File: src/logic/oms_pkg.sv
// constants and types of the operating-mode state machine
`default_nettype none
package oms_pkg;
  localparam int unsigned CLK_HZ          = 50_000_000;
  localparam int unsigned CLK_PER_US      = CLK_HZ / 1_000_000;
  // timing figures, in microseconds
  localparam int unsigned RESET_DELAY_A_US = 10_000;
  localparam int unsigned RESET_DELAY_B_US = 2_000;
  localparam int unsigned LONG_WIN_US      = 200_000;
  localparam int unsigned WD_TIMEOUT_US    = 100_000;
  localparam int unsigned RESET_DELAY_A_CYC = RESET_DELAY_A_US * CLK_PER_US;
  localparam int unsigned RESET_DELAY_B_CYC = RESET_DELAY_B_US * CLK_PER_US;
  localparam int unsigned LONG_WIN_CYC      = LONG_WIN_US * CLK_PER_US;
  localparam int unsigned WD_TIMEOUT_CYC    = WD_TIMEOUT_US * CLK_PER_US;
  localparam int unsigned CNT_W             = 24;
  // link frame layout
  localparam int unsigned FRAME_BITS = 16;
  localparam int unsigned WR_BIT     = 15;
  localparam int unsigned ADDR_MSB   = 14;
  localparam int unsigned ADDR_LSB   = 8;
  localparam int unsigned MODE_MSB   = 7;
  localparam int unsigned MODE_LSB   = 6;
  localparam int unsigned LOCK_BIT   = 2;
  localparam int unsigned AUX_BIT    = 1;
  localparam int unsigned DLY_BIT    = 0;
  localparam logic [6:0] MSC_ADDR = 7'h01;
  localparam logic [6:0] WD_ADDR  = 7'h03;
  // operating_mode_field codes
  localparam logic [1:0] MODE_NORMAL = 2'h0;
  localparam logic [1:0] MODE_SLEEP  = 2'h1;
  localparam logic [1:0] MODE_STOP   = 2'h2;
  localparam logic [1:0] MODE_SOFTRST = 2'h3;
  // values after reset
  localparam logic AUX_EN_RST = 1'b0;
  localparam logic DLY_B_RST  = 1'b0;
  localparam logic LOCK_RST   = 1'b0;
  typedef enum logic [5:0] {
    ST_INIT     = 6'h01,
    ST_NORMAL   = 6'h02,
    ST_STOP     = 6'h04,
    ST_SLEEP    = 6'h08,
    ST_RESTART  = 6'h10,
    ST_FAILSAFE = 6'h20
  } oms_state_t;
endpackage : oms_pkg
`default_nettype wire

File: src/logic/oms_mode_fsm.sv
// operating-mode state machine with watchdog, restart delay and link frames
// Contract
// - power-up and soft reset enter init mode
// - stop mode keeps main regulator on
// - sleep mode turns main regulator off
// - wake from sleep/fail-safe or failure enters restart
// - restart returns to normal after reset delay
// - critical failure enters fail-safe, main regulator off
// - fail-safe held until wake or overtemperature clears
// - development mode halts the watchdog counter
// - development mode forces CAN normal, aux on
// - debug pin in init selects development mode
// - development mode still allows all modes
// - link frames are sixteen bits wide
// - restart clears the mode field
// - hardware strap picks watchdog failure reaction
// - soft reset loads defaults except locked bits
// - any frame in init moves to normal
// - missed trigger in long window enters restart
// - wake events ignored in init mode
`timescale 1ns/1ps
`default_nettype none
module oms_mode_fsm #(
  parameter int unsigned RD_A_CYC   = oms_pkg::RESET_DELAY_A_CYC,
  parameter int unsigned RD_B_CYC   = oms_pkg::RESET_DELAY_B_CYC,
  parameter int unsigned LONG_CYC   = oms_pkg::LONG_WIN_CYC,
  parameter int unsigned WD_TO_CYC  = oms_pkg::WD_TIMEOUT_CYC
) (
  // clock and reset
  input  wire logic                 ref_clk,
  input  wire logic                 rst_b,
  // link pins
  input  wire logic                 spi_sclk,
  input  wire logic                 spi_cs_b,
  input  wire logic                 spi_mosi,
  output logic                      spi_miso,
  // events and straps
  input  wire logic                 wake_can,
  input  wire logic                 wake_input,
  input  wire logic                 sense_input,
  input  wire logic                 wake_gpio,
  input  wire logic                 main_uv,
  input  wire logic                 overtemp,
  input  wire logic                 debug_entry_pin,
  input  wire logic                 cfg_pullup,
  // supplies and resets
  output logic                      main_regulator_output,
  output logic                      aux_regulator_output,
  output logic                      can_force_normal,
  output logic                      mcu_reset_b,
  // status
  output oms_pkg::oms_state_t       mode_state,
  output logic                      dev_mode,
  output logic [1:0]                operating_mode_field
);
  import oms_pkg::*;

  oms_state_t       st_r;
  oms_state_t       st_nxt;
  logic [CNT_W-1:0] wd_cnt_r;
  logic [CNT_W-1:0] rd_cnt_r;
  logic             cfg_failsafe_r;
  logic             ot_seen_r;
  logic             aux_en_r;
  logic             dly_b_r;
  logic             lock_r;
  logic             frm;
  logic             frm_ok;
  logic [15:0]      frm_word;

  assign mode_state = st_r;

  oms_spi_rx #(.FRAME_BITS(FRAME_BITS)) u_rx (
    .ref_clk     (ref_clk),
    .rst_b       (rst_b),
    .spi_sclk    (spi_sclk),
    .spi_cs_b    (spi_cs_b),
    .spi_mosi    (spi_mosi),
    .spi_miso    (spi_miso),
    .status_word ({operating_mode_field, 3'h0, lock_r, aux_en_r, dly_b_r, 2'h0, st_r}),
    .frame_pulse (frm),
    .frame_ok    (frm_ok),
    .frame_word  (frm_word)
  );

  // frame decode
  wire       wr       = frm & frm_ok & frm_word[WR_BIT];
  wire [6:0] addr     = frm_word[ADDR_MSB:ADDR_LSB];
  wire       msc_wr   = wr && addr == MSC_ADDR;
  wire       wd_trig  = wr && addr == WD_ADDR;
  wire [1:0] req_mode = frm_word[MODE_MSB:MODE_LSB];
  wire       soft_rst = msc_wr && req_mode == MODE_SOFTRST;
  wire       wake_any = wake_can | wake_input | sense_input | wake_gpio;

  // watchdog: long open window in init, timeout in normal
  wire              wd_run  = (st_r == ST_INIT || st_r == ST_NORMAL) && !dev_mode;
  wire [CNT_W-1:0]  wd_lim  = (st_r == ST_INIT) ? CNT_W'(LONG_CYC - 1) : CNT_W'(WD_TO_CYC - 1);
  wire              wd_fail = wd_run && wd_cnt_r >= wd_lim;
  wire oms_state_t  wd_dest = cfg_failsafe_r ? ST_FAILSAFE : ST_RESTART;
  wire [CNT_W-1:0]  rd_lim  = dly_b_r ? CNT_W'(RD_B_CYC - 1) : CNT_W'(RD_A_CYC - 1);
  wire              rd_done = rd_cnt_r >= rd_lim;
  wire              ot_gone = ot_seen_r && !overtemp;

  // requested mode from the controller
  function automatic oms_state_t mode_req(input logic [1:0] m);
    unique case (m)
      MODE_NORMAL: mode_req = ST_NORMAL;
      MODE_SLEEP:  mode_req = ST_SLEEP;
      MODE_STOP:   mode_req = ST_STOP;
      default:     mode_req = ST_INIT;
    endcase
  endfunction : mode_req

  always_comb
  begin
    st_nxt = st_r;
    unique case (st_r)
      ST_INIT:
        if (wd_fail)
          st_nxt = ST_RESTART;
        else if (frm)
          st_nxt = ST_NORMAL;
      ST_NORMAL:
        if (main_uv)
          st_nxt = ST_RESTART;
        else if (wd_fail)
          st_nxt = wd_dest;
        else if (overtemp)
          st_nxt = ST_FAILSAFE;
        else if (msc_wr)
          st_nxt = mode_req(req_mode);
      ST_STOP:
        if (main_uv)
          st_nxt = ST_RESTART;
        else if (overtemp)
          st_nxt = ST_FAILSAFE;
        else if (msc_wr)
          st_nxt = mode_req(req_mode);
        else if (wake_any)
          st_nxt = ST_NORMAL;
      ST_SLEEP:
        if (overtemp)
          st_nxt = ST_FAILSAFE;
        else if (wake_any)
          st_nxt = ST_RESTART;
      ST_RESTART:
        if (overtemp)
          st_nxt = ST_FAILSAFE;
        else if (rd_done && !main_uv)
          st_nxt = ST_NORMAL;
      ST_FAILSAFE:
        if (wake_any || ot_gone)
          st_nxt = ST_RESTART;
      default:
        st_nxt = ST_INIT;
    endcase
  end

  // register fields after the current write
  wire aux_nxt  = soft_rst ? (lock_r ? aux_en_r : AUX_EN_RST)
                : (msc_wr && !lock_r) ? frm_word[AUX_BIT] : aux_en_r;
  wire dly_nxt  = soft_rst ? (lock_r ? dly_b_r : DLY_B_RST)
                : (msc_wr && !lock_r) ? frm_word[DLY_BIT] : dly_b_r;
  wire lock_nxt = lock_r | (msc_wr && !soft_rst && frm_word[LOCK_BIT]);
  wire dev_nxt  = (st_r == ST_INIT) ? debug_entry_pin : dev_mode;
  wire [1:0] fld_nxt = (st_nxt == ST_SLEEP) ? MODE_SLEEP
                     : (st_nxt == ST_STOP) ? MODE_STOP : MODE_NORMAL;

  always_ff @(posedge ref_clk or negedge rst_b)
  begin
    if (!rst_b)
    begin
      st_r           <= ST_INIT;
      wd_cnt_r       <= '0;
      rd_cnt_r       <= '0;
      cfg_failsafe_r <= 1'b1;
      ot_seen_r      <= 1'b0;
      aux_en_r       <= AUX_EN_RST;
      dly_b_r        <= DLY_B_RST;
      lock_r         <= LOCK_RST;
      dev_mode       <= 1'b0;
    end
    else
    begin
      st_r     <= st_nxt;
      // held at zero from the edge that enters development mode
      wd_cnt_r <= (!wd_run || dev_nxt || wd_trig || st_nxt != st_r) ? '0
                : wd_cnt_r + CNT_W'(1);
      rd_cnt_r <= (st_r == ST_RESTART && !rd_done) ? rd_cnt_r + CNT_W'(1) : rd_cnt_r;
      if (st_r != ST_RESTART)
        rd_cnt_r <= '0;
      if (st_r == ST_INIT)
        cfg_failsafe_r <= ~cfg_pullup;
      ot_seen_r <= (st_r == ST_FAILSAFE) ? (ot_seen_r | overtemp) : overtemp;
      aux_en_r  <= aux_nxt;
      dly_b_r   <= dly_nxt;
      lock_r    <= lock_nxt;
      dev_mode  <= dev_nxt;
    end
  end

  // outputs follow the next state so they stand aligned with mode_state
  always_ff @(posedge ref_clk or negedge rst_b)
  begin
    if (!rst_b)
    begin
      main_regulator_output <= 1'b1;
      aux_regulator_output  <= 1'b0;
      can_force_normal      <= 1'b0;
      mcu_reset_b           <= 1'b1;
      operating_mode_field  <= MODE_NORMAL;
    end
    else
    begin
      main_regulator_output <= st_nxt != ST_SLEEP && st_nxt != ST_FAILSAFE;
      aux_regulator_output  <= dev_nxt | aux_nxt;
      can_force_normal      <= dev_nxt;
      mcu_reset_b           <= st_nxt != ST_RESTART;
      operating_mode_field  <= fld_nxt;
    end
  end

  // restart length monitor, saturating
  logic [CNT_W-1:0] rs_age_r;
  always_ff @(posedge ref_clk or negedge rst_b)
  begin
    if (!rst_b)
      rs_age_r <= '0;
    else if (st_r != ST_RESTART)
      rs_age_r <= '0;
    else if (rs_age_r != '1)
      rs_age_r <= rs_age_r + CNT_W'(1);
  end
endmodule : oms_mode_fsm
`default_nettype wire

File: src/logic/oms_spi_rx.sv
// 16-bit link frame receiver and status shifter, clock mode 0
`timescale 1ns/1ps
`default_nettype none
module oms_spi_rx #(
  parameter int unsigned FRAME_BITS = oms_pkg::FRAME_BITS
) (
  // clock and reset
  input  wire logic                  ref_clk,
  input  wire logic                  rst_b,
  // link pins
  input  wire logic                  spi_sclk,
  input  wire logic                  spi_cs_b,
  input  wire logic                  spi_mosi,
  output logic                       spi_miso,
  // frame side
  input  wire logic [FRAME_BITS-1:0] status_word,
  output logic                       frame_pulse,
  output logic                       frame_ok,
  output logic [FRAME_BITS-1:0]      frame_word
);
  import oms_pkg::*;
  logic                  sclk_r;
  logic                  cs_b_r;
  logic [4:0]            bit_cnt_r;
  logic [FRAME_BITS-1:0] rx_r;
  logic [FRAME_BITS-1:0] tx_r;
  wire sclk_rise = spi_sclk & ~sclk_r;
  wire sclk_fall = ~spi_sclk & sclk_r;
  wire cs_fall   = ~spi_cs_b & cs_b_r;
  wire cs_rise   = spi_cs_b & ~cs_b_r;
  wire cnt_full  = bit_cnt_r == 5'(FRAME_BITS + 1);

  always_ff @(posedge ref_clk or negedge rst_b)
  begin
    if (!rst_b)
    begin
      sclk_r      <= 1'b0;
      cs_b_r      <= 1'b1;
      bit_cnt_r   <= '0;
      rx_r        <= '0;
      tx_r        <= '0;
      frame_pulse <= 1'b0;
      frame_ok    <= 1'b0;
      frame_word  <= '0;
    end
    else
    begin
      sclk_r      <= spi_sclk;
      cs_b_r      <= spi_cs_b;
      frame_pulse <= cs_rise;
      if (cs_fall)
      begin
        bit_cnt_r <= '0;
        tx_r      <= status_word;
      end
      else if (!spi_cs_b && sclk_rise)
      begin
        rx_r <= {rx_r[FRAME_BITS-2:0], spi_mosi};
        if (!cnt_full)
          bit_cnt_r <= bit_cnt_r + 5'h1;
      end
      else if (!spi_cs_b && sclk_fall)
        tx_r <= {tx_r[FRAME_BITS-2:0], 1'b0};
      if (cs_rise)
      begin
        frame_ok   <= bit_cnt_r == 5'(FRAME_BITS);
        frame_word <= rx_r;
      end
    end
  end

  assign spi_miso = tx_r[FRAME_BITS-1];
endmodule : oms_spi_rx
`default_nettype wire

File: config.mk
export PLATFORM = sky130hd
export DESIGN_NAME = oms_mode_fsm
export DESIGN_NICKNAME = d
export VERILOG_FILES = /design/src/logic/oms_pkg.sv /design/src/logic/oms_mode_fsm.sv /design/src/logic/oms_spi_rx.sv
export SDC_FILE = /design/constraint.sdc
export NUM_CORES = 1
export LEC_CHECK = 0
export BUFFER_PORTS_ARGS = -buffer_cell sky130_fd_sc_hd__buf_2
export CAP_MARGIN = 0
export CELL_PAD_IN_SITES_DETAIL_PLACEMENT = 1
export CELL_PAD_IN_SITES_GLOBAL_PLACEMENT = 1
export CORE_MARGIN = 2
export CORE_UTILIZATION = 40
export DETAILED_ROUTE_END_ITERATION = 16
export PLACE_DENSITY_LB_ADDON = 0.1
export SYNTH_ARGS = -nofsm -noshare
export SYNTH_HDL_FRONTEND = slang
export SYNTH_SLANG_ARGS = --single-unit
File: constraint.sdc
create_clock -name ref_clk -period 12.25 [get_ports ref_clk]
set_input_delay 2.45 -clock ref_clk [delete_from_list [all_inputs] [get_ports ref_clk]]
set_output_delay 2.45 -clock ref_clk [all_outputs]
set_load 0.01 [all_outputs]
==> qor.yml, run 1 <==
clockBufferDepth: 2
yosys_register_bits: 119
clk_latency_ps: 430
required_ps: 12580
std_cell_rows: 45
grt_max_degree: 64
hold_viol: 0
syn-num-nets: 625
core_area_sq_um: 15300
synthTopCellsByArea: "dfrtp_1 (46%), mux2_2 (5.2%), ha_1 (3.6%)"
synthMuxAreaShare_pct: 7.93
portBuffers: 26
hold_class: "reg2reg"
min_period_ps: 4630
drt-wirelength-per-cell_um: 17.6
synth_compound_area_share_pct: 13.9
maxSlewHeadroom_pct: 32.1
grt_pass1_vias: 4933
grt_usage_pct: 19.4
total_leakage_power_uw: 0.00306
drt-total-wl_um: 14800
syn_area_sq_um: 6260
fin_nets: 648
outcome: "complete, no violations"
drive_gt1_share_pct: 20.8
pwr_density_cell_nw_per_um2: 158
synthSimpleGateAreaFrac_pct: 17.8
synth_edf_count: 0
cts_tree: "done"
cts_resized: 0
crit_arrival_ps: 4970
grt_setup_unrepaired: "no"
worstSetupEndpointType: "register"
grt_pass1_wl_um: 25200
grt.overflow.total: 0
post_cts_buffers: 0
die_h_um: 129
fmax_mhz: 216
yosysTopAreaCell: "dfrtp_1"
yosysSeqAreaShare_pct: 47.7
synthCells: 594
synth_top_area_share_pct: 45.6
vdd_drop_max_v: 0.000104
place_congestion: 0.734
die-width_um: 129
antenna_found_initial: 0
ioPinCount: 27
postCtsHoldBufs: 0
initial_core_util_pct: 41.0
drv_cap: 0
final_common_cell: "dfrtp_1"
start_kind: "primary input"
synth_top_family_by_area: "simple AND/OR/NAND/NOR gates"
final_max_slew_viol_count: 0
synth_xor_area_share_pct: 5.74
numCtsBuffers: 17
setup_viol: 0
worst_pin_slew_ps: 1010
async_flop_share_pct: 100
period_share_pct: 37.8
first_iter_violations: 202
crit_fanout: 24
num_vias: 4700
skew_ps: 8.98
syn_area_per_cell_sq_um: 10.5
htree_levels: 4
yosysWarnings: 0
ys_types: 67
most-common-layout-cells: "dfrtp_1 (114), nand2_1 (54), nor2_1 (44)"
clkSlewWorstSetupHoldPaths_ps: 50
fin_util_pct: 46.7
ant_nets: 0
detailedRoute.firstPassIterationCount: 4
synth_fa_ha_area_share_pct: 3.76
dpl.hpwl_um: 10300
cts_root_buf: "clkbuf_16"
fillCellCount: 1693
tns_ps: 0
via_per_inst: 5.59
area_growth_pct: 13.8
synth_ff_type: "dfrtp_1"
crit_type: "in2reg"
num_antenna_cells: 0
fp.dieArea_sq_um: 16700
drc: 0
cts.sinks: 119
## logic make-up after synthesis
group | after synthesis
simple gates | 213
xor+xnor | 41
mux | 46
buf+inv | 40
fa+ha+maj | 19
flops | 119
compound gates | 116
## routing by layer
metal | part of all wire [%] | global-route usage, %
met5 | 0 | 0
met1 | 47 | 25.8
met4 | 1.4 | 6.71
met3 | 3.1 | 4.42
met2 | 48 | 31.4
## flip-flops by register name, indices dropped and copies added (netlist names), 2 cells and up
| signal | flops |
|---|---|
| mode_state | 6 |
| operating_mode_field | 2 |
| rd_cnt_r | 24 |
| u_rx.bit_cnt_r | 5 |
| u_rx.frame_word | 13 |
| u_rx.rx_r | 16 |
| u_rx.tx_r | 16 |
| wd_cnt_r | 24 |
## stage by stage
step | std cells | setup WS [ps] | hold slack [ps] | total power (uW) | instance area (sq um)
CTS | 841 | 7620 | 491 | 1140 | 7120
global route | 841 | 7370 | 511 | 1180 | 7120
finish | 841 | 7620 | 486 | 1130 | 7120
detailed placement | 809 | 7150 | 473 | 668 | 6570
global placement | 809 | 7280 | 472 | 663 | 6570
floorplan | 594 | 7890 | 445 | 609 | 6260
## final cells by class
class                   count  area, sq um  area share (%)
clock inverters            11          103            1.44
multi-input cells         435         3090            43.4
inverters                  10         37.5           0.527
well taps                 211          264            3.71
repair buffers             34          193            2.71
clock buffers              21          450            6.32
flip-flops and latches    119         2980            41.9
## critical path, cell delays in order
cell and delay [ps]:
buf_2 100, nor4_1 810, nand2_1 170, o211ai_1 210, o31ai_1 150, or4_4 770, a211oi_1 290
## cell usage after synthesis, types with 7 or more instances
cell type / n
ha_1: 18
nor3_1: 8
mux2i_1: 17
nand3_1: 22
dfrtp_1: 114
nand4_1: 13
clkbuf_1: 18
xnor2_1: 19
a21oi_1: 14
xor2_1: 22
a211oi_2: 17
and3_1: 10
o21ai_0: 32
nor2_1: 45
mux2_2: 29
inv_1: 9
nand2_1: 54
and2_1: 7
## where the power goes
group,internal (uW),switching [uW],total [uW]
clock,283,186,469
combinational,65.5,140,206
sequential,423,30.4,454
total,772,356,1130
## worst paths after layout
check	startpoint	endpoint	slack (ps)	depth (start not counted)
max	wake_input	wd_cnt_r[3]	7620	7
min	rd_cnt_r[20]	rd_cnt_r[20]	490	1
max reg2reg	mode_state[2]	wd_cnt_r[3]	7840	11
min reg2reg	rd_cnt_r[20]	rd_cnt_r[20]	490	1
max in group asynchronous	rst_b	u_rx.frame_word[13]	8900	2
min in group asynchronous	rst_b	rd_cnt_r[9]	2090	1
Note: power is estimated with default switching activity, not from simulation.
==> run 2: changes to the inputs <==
==> constraint.sdc (replaced) <==
create_clock -name ref_clk -period 4.6 [get_ports ref_clk]
set_input_delay 0.92 -clock ref_clk [delete_from_list [all_inputs] [get_ports ref_clk]]
set_output_delay 0.92 -clock ref_clk [all_outputs]
set_load 0.01 [all_outputs]
==> qor.yml, run 2 (synthesis gave the netlist of run 1 again) <==
outcome: "complete, no violations"
min_period_ps: 4240
fin_nets: 653
fmax_mhz: 236
first_iter_violations: 206
drt-total-wl_um: 15300
htree_levels: 4
pwr_density_cell_nw_per_um2: 437
setup_viol: 0
grt_pass1_vias: 5003
cts_root_buf: "clkbuf_16"
grt_usage_pct: 19.9
total_leakage_power_uw: 0.00313
drv_cap: 0
period_share_pct: 92.1
area_growth_pct: 15.5
crit_arrival_ps: 4560
clockBufferDepth: 2
skew_ps: 10.5
worstSetupEndpointType: "register"
grt_setup_unrepaired: "no"
ant_nets: 0
clkSlewWorstSetupHoldPaths_ps: 60
grt_pass1_wl_um: 26100
crit_type: "reg2reg"
post-place-ws_ps: 351
fillCellCount: 1681
multiInputGateArea_sq_um: 3090
most-common-layout-cells: "dfrtp_1 (114), nand2_1 (54), nor2_1 (44)"
portBuffers: 26
dpl.hpwl_um: 10500
drive_gt1_share_pct: 21.9
hold_viol: 0
ioPinCount: 27
fp.dieArea_sq_um: 16700
register_area_sq_um: 2980
clk_latency_ps: 420
num_antenna_cells: 0
hold_class: "in2async"
vdd_drop_max_v: 0.000283
required_ps: 4920
die-width_um: 129
worst_pin_slew_ps: 1070
crit_fanout: 24
start_kind: "register"
detailedRoute.firstPassIterationCount: 4
num_vias: 4686
via_per_inst: 5.54
antenna_found_initial: 0
tns_ps: 0
setup_ws_ps: 362
drc: 0
cts_tree: "done"
cts_resized: 0
final_max_slew_viol_count: 0
grt.overflow.total: 0
numCtsBuffers: 17
initial_core_util_pct: 41.0
die_h_um: 129
cts.sinks: 119
reg_top3: "rd_cnt_r x24, wd_cnt_r x24"
place_congestion: 0.833
grt_max_degree: 46
maxSlewHeadroom_pct: 28.1
drt-wirelength-per-cell_um: 18.1
post_cts_buffers: 0
std_cell_rows: 45
postCtsHoldBufs: 0
core_area_sq_um: 15300
final_common_cell: "dfrtp_1"
-- run 2: changes by cell type in the layout (fill, tap and decap cells not counted) --
cell / change
clkinvlp_4: -1
clkinv_4: +1
bufinv_16: +2
buf_4: +5
clkinv_2: -2
inv_6: +2
clkbuf_1: -3
clkbuf_8: +1
-- run 2: final cells by class --
| class | count | area share (%) |
|---|---|---|
| flip-flops and latches | 119 | 41.3 |
| inverters | 10 | 0.519 |
| well taps | 211 | 3.65 |
| clock inverters | 13 | 2.37 |
| repair buffers | 39 | 3.18 |
| multi-input cells | 435 | 42.8 |
| clock buffers | 19 | 6.26 |
-- run 2: worst max-delay path: stages (launching register included) --
cell and delay (ps):
dfrtp_1 470, or4_4 610, nor2_2 210, clkinv_1 380, ha_1 500, and3b_1 190
nand3_1 80, a211o_1 260, a31o_1 230, and3b_1 210, or4_4 680, a211oi_2 300
-- run 2: through the flow --
step | instance area (sq um) | std cells | power [uW] | util (%) | hold slack, ps
floorplan | 6260 | 594 | 1620 | - | 445
CTS | 7230 | 846 | 3210 | 47.4 | 448
global placement | 6610 | 814 | 1760 | 43.3 | 466
finish | 7230 | 846 | 3160 | 47.4 | 448
global route | 7230 | 846 | 3310 | 47.4 | 467
detailed placement | 6610 | 814 | 1780 | 43.3 | 465
-- run 2: final timing paths --
| check | from | end | slack, ps | depth (start not counted) |
|---|---|---|---|---|
| worst max-delay path | mode_state[5] | wd_cnt_r[6] | 360 | 11 |
| worst min-delay path | rst_b | rd_cnt_r[11] | 450 | 1 |
| worst max register to register | mode_state[5] | wd_cnt_r[6] | 360 | 11 |
| worst min register to register | rd_cnt_r[20] | rd_cnt_r[20] | 480 | 1 |
| max in group asynchronous | rst_b | u_rx.rx_r[9] | 3190 | 2 |
| min in group ref_clk | rd_cnt_r[20] | rd_cnt_r[20] | 480 | 1 |
-- run 2: where the power goes --
part / total (uW) / switching [uW] / internal (uW)
Clock: 1400 / 517 / 887
Sequential: 1200 / 74.4 / 1130
Combinational: 557 / 378 / 179
-- run 2: metal layers --
metal | global-route usage (%) | part of all wire [%] | vias up
li1 | - | - | 2228
met1 | 26.8 | 48 | 2401
met2 | 32.6 | 49 | 47
met3 | 4.62 | 2.2 | 10
met4 | 5.24 | 1.0 | 0
met5 | 0 | 0 | -
==> run 3: changes to the inputs <==
--- a/config.mk
+++ b/config.mk
@@ -7,8 +7,8 @@
 export LEC_CHECK = 0
 export BUFFER_PORTS_ARGS = -buffer_cell sky130_fd_sc_hd__buf_2
 export CAP_MARGIN = 0
-export CELL_PAD_IN_SITES_DETAIL_PLACEMENT = 1
-export CELL_PAD_IN_SITES_GLOBAL_PLACEMENT = 1
+export CELL_PAD_IN_SITES_DETAIL_PLACEMENT = 0
+export CELL_PAD_IN_SITES_GLOBAL_PLACEMENT = 2
 export CORE_MARGIN = 2
 export CORE_UTILIZATION = 40
 export DETAILED_ROUTE_END_ITERATION = 16
==> qor.yml, run 3 (synthesis gave the netlist of run 1 again) <==
initial_core_util_pct: 41.0
fp.dieArea_sq_um: 16700
place_congestion: 0.854
crit_arrival_ps: 4600
most-common-layout-cells: "dfrtp_1 (114), nand2_1 (54), nor2_1 (44)"
crit_path_start: "mode_state[1]"
worst_pin_slew_ps: 1040
antenna_found_initial: 0
hold_path.startpoint: "rd_cnt_r[22]"
r2r_end: "wd_cnt_r[2]"
drv_cap: 0
slowest_delay_ps: 690
crit_fanout: 24
fillCellCount: 1433
vdd_drop_max_v: 0.000282
required_ps: 4920
post_cts_buffers: 0
reg2reg_depth: 11
maxSlewHeadroom_pct: 30.0
drive_gt1_share_pct: 21.9
postCtsHoldBufs: 0
cts_root_buf: "clkbuf_16"
cts.sinks: 119
crit_slowest_cell: "or4_4"
final_common_cell: "dfrtp_1"
die-width_um: 129
min_period_ps: 4280
clockBufferDepth: 2
detailedRoute.firstPassIterationCount: 6
clkSlewWorstSetupHoldPaths_ps: 60
area_growth_pct: 14.7
final_max_slew_viol_count: 0
r2r-start: "mode_state[1]"
first_iter_violations: 279
period_share_pct: 93.0
holdWs_ps: 478
critPathCapture: "wd_cnt_r[2]"
tns_ps: 0
htree_levels: 4
setup_viol: 0
grt_setup_unrepaired: "no"
fmax_mhz: 234
grt_pass1_vias: 4732
reg2reg_setup_slack_ps: 320
path_cells: "or4_4 -> nor2_2 -> clkinv_1 -> ha_1 -> and3b_1 -> nand3_1 -> a211o_1 -> a31o_1 -> and3b_1 -> or4_4 -> a211oi_1"
pwr_density_cell_nw_per_um2: 424
outcome: "complete, no violations"
grt_max_degree: 55
drc: 0
ant_nets: 0
die_h_um: 129
portBuffers: 26
core_area_sq_um: 15300
grt_usage_pct: 19.3
grt_pass1_wl_um: 25000
num_vias: 4563
grt.overflow.total: 0
ioPinCount: 27
std_cell_rows: 45
cts_tree: "done"
start_kind: "register"
drt-total-wl_um: 14400
numCtsBuffers: 17
drt-wirelength-per-cell_um: 17.1
hold_class: "reg2reg"
hold_viol: 0
reg_top3: "rd_cnt_r x24, wd_cnt_r x24"
fin_nets: 652
num_antenna_cells: 0
dpl.hpwl_um: 10000
worstSetupEndpointType: "register"
skew_ps: 5.43
cts_resized: 0
total_leakage_power_uw: 0.00310
clk_latency_ps: 420
crit_type: "reg2reg"
via_per_inst: 5.40
## run 3: area by class of cell
class / instances / area (sq um) / area share [%]
clock buffer: 18 / 439 / 6.11
clock inverter: 14 / 138 / 1.92
inverter: 10 / 37.5 / 0.523
multi-input combinational: 435 / 3100 / 43.1
sequential: 119 / 2980 / 41.6
tap: 211 / 264 / 3.68
timing repair buffer: 38 / 223 / 3.10
## run 3: metrics by stage
step                      util, %  area [sq um]  power (uW)  cells  setup WS (ps)
after global routing         47.1          7180        3220    845           9.14
after CTS                    47.1          7180        3090    845            289
after global placement       43.3          6610        1760    813            442
final                        47.1          7180        3050    845            322
after detailed placement     43.3          6610        1770    813            283
after floorplan                 -          6260        1620    594            709
## run 3: critical path, delay by kind of cell (launching register included)
kind            cells  cell delay [ps]
compound gates      3              780
buf+inv             1              380
simple gates        6             2030
flops               1              500
fa+ha+maj           1              480
## run 3: worst min path at each step
stage	endpoint	slack (ps)	depth (start not counted)
floorplan	rd_cnt_r[21]	440	1
global placement	rd_cnt_r[22]	470	1
detailed placement	rd_cnt_r[22]	470	1
CTS	rd_cnt_r[23]	480	1
global route	rd_cnt_r[22]	490	1
finish	rd_cnt_r[22]	480	1
## run 3: metal layers
| layer | wire length [um] | up-vias | GRT usage [%] |
|---|---|---|---|
| met2 | 6670 | 59 | 29.8 |
| li1 | - | 2218 | - |
| met4 | 152 | 0 | 6.39 |
| met5 | 0 | - | 0 |
| met3 | 470 | 11 | 5.08 |
| met1 | 7130 | 2275 | 26.4 |
## run 3: power by group
part | total [uW] | internal [uW] | switching, uW
Clock | 1300 | 770 | 532
Combinational | 538 | 174 | 363
Sequential | 1210 | 1130 | 80.6
Total | 3050 | 2070 | 976
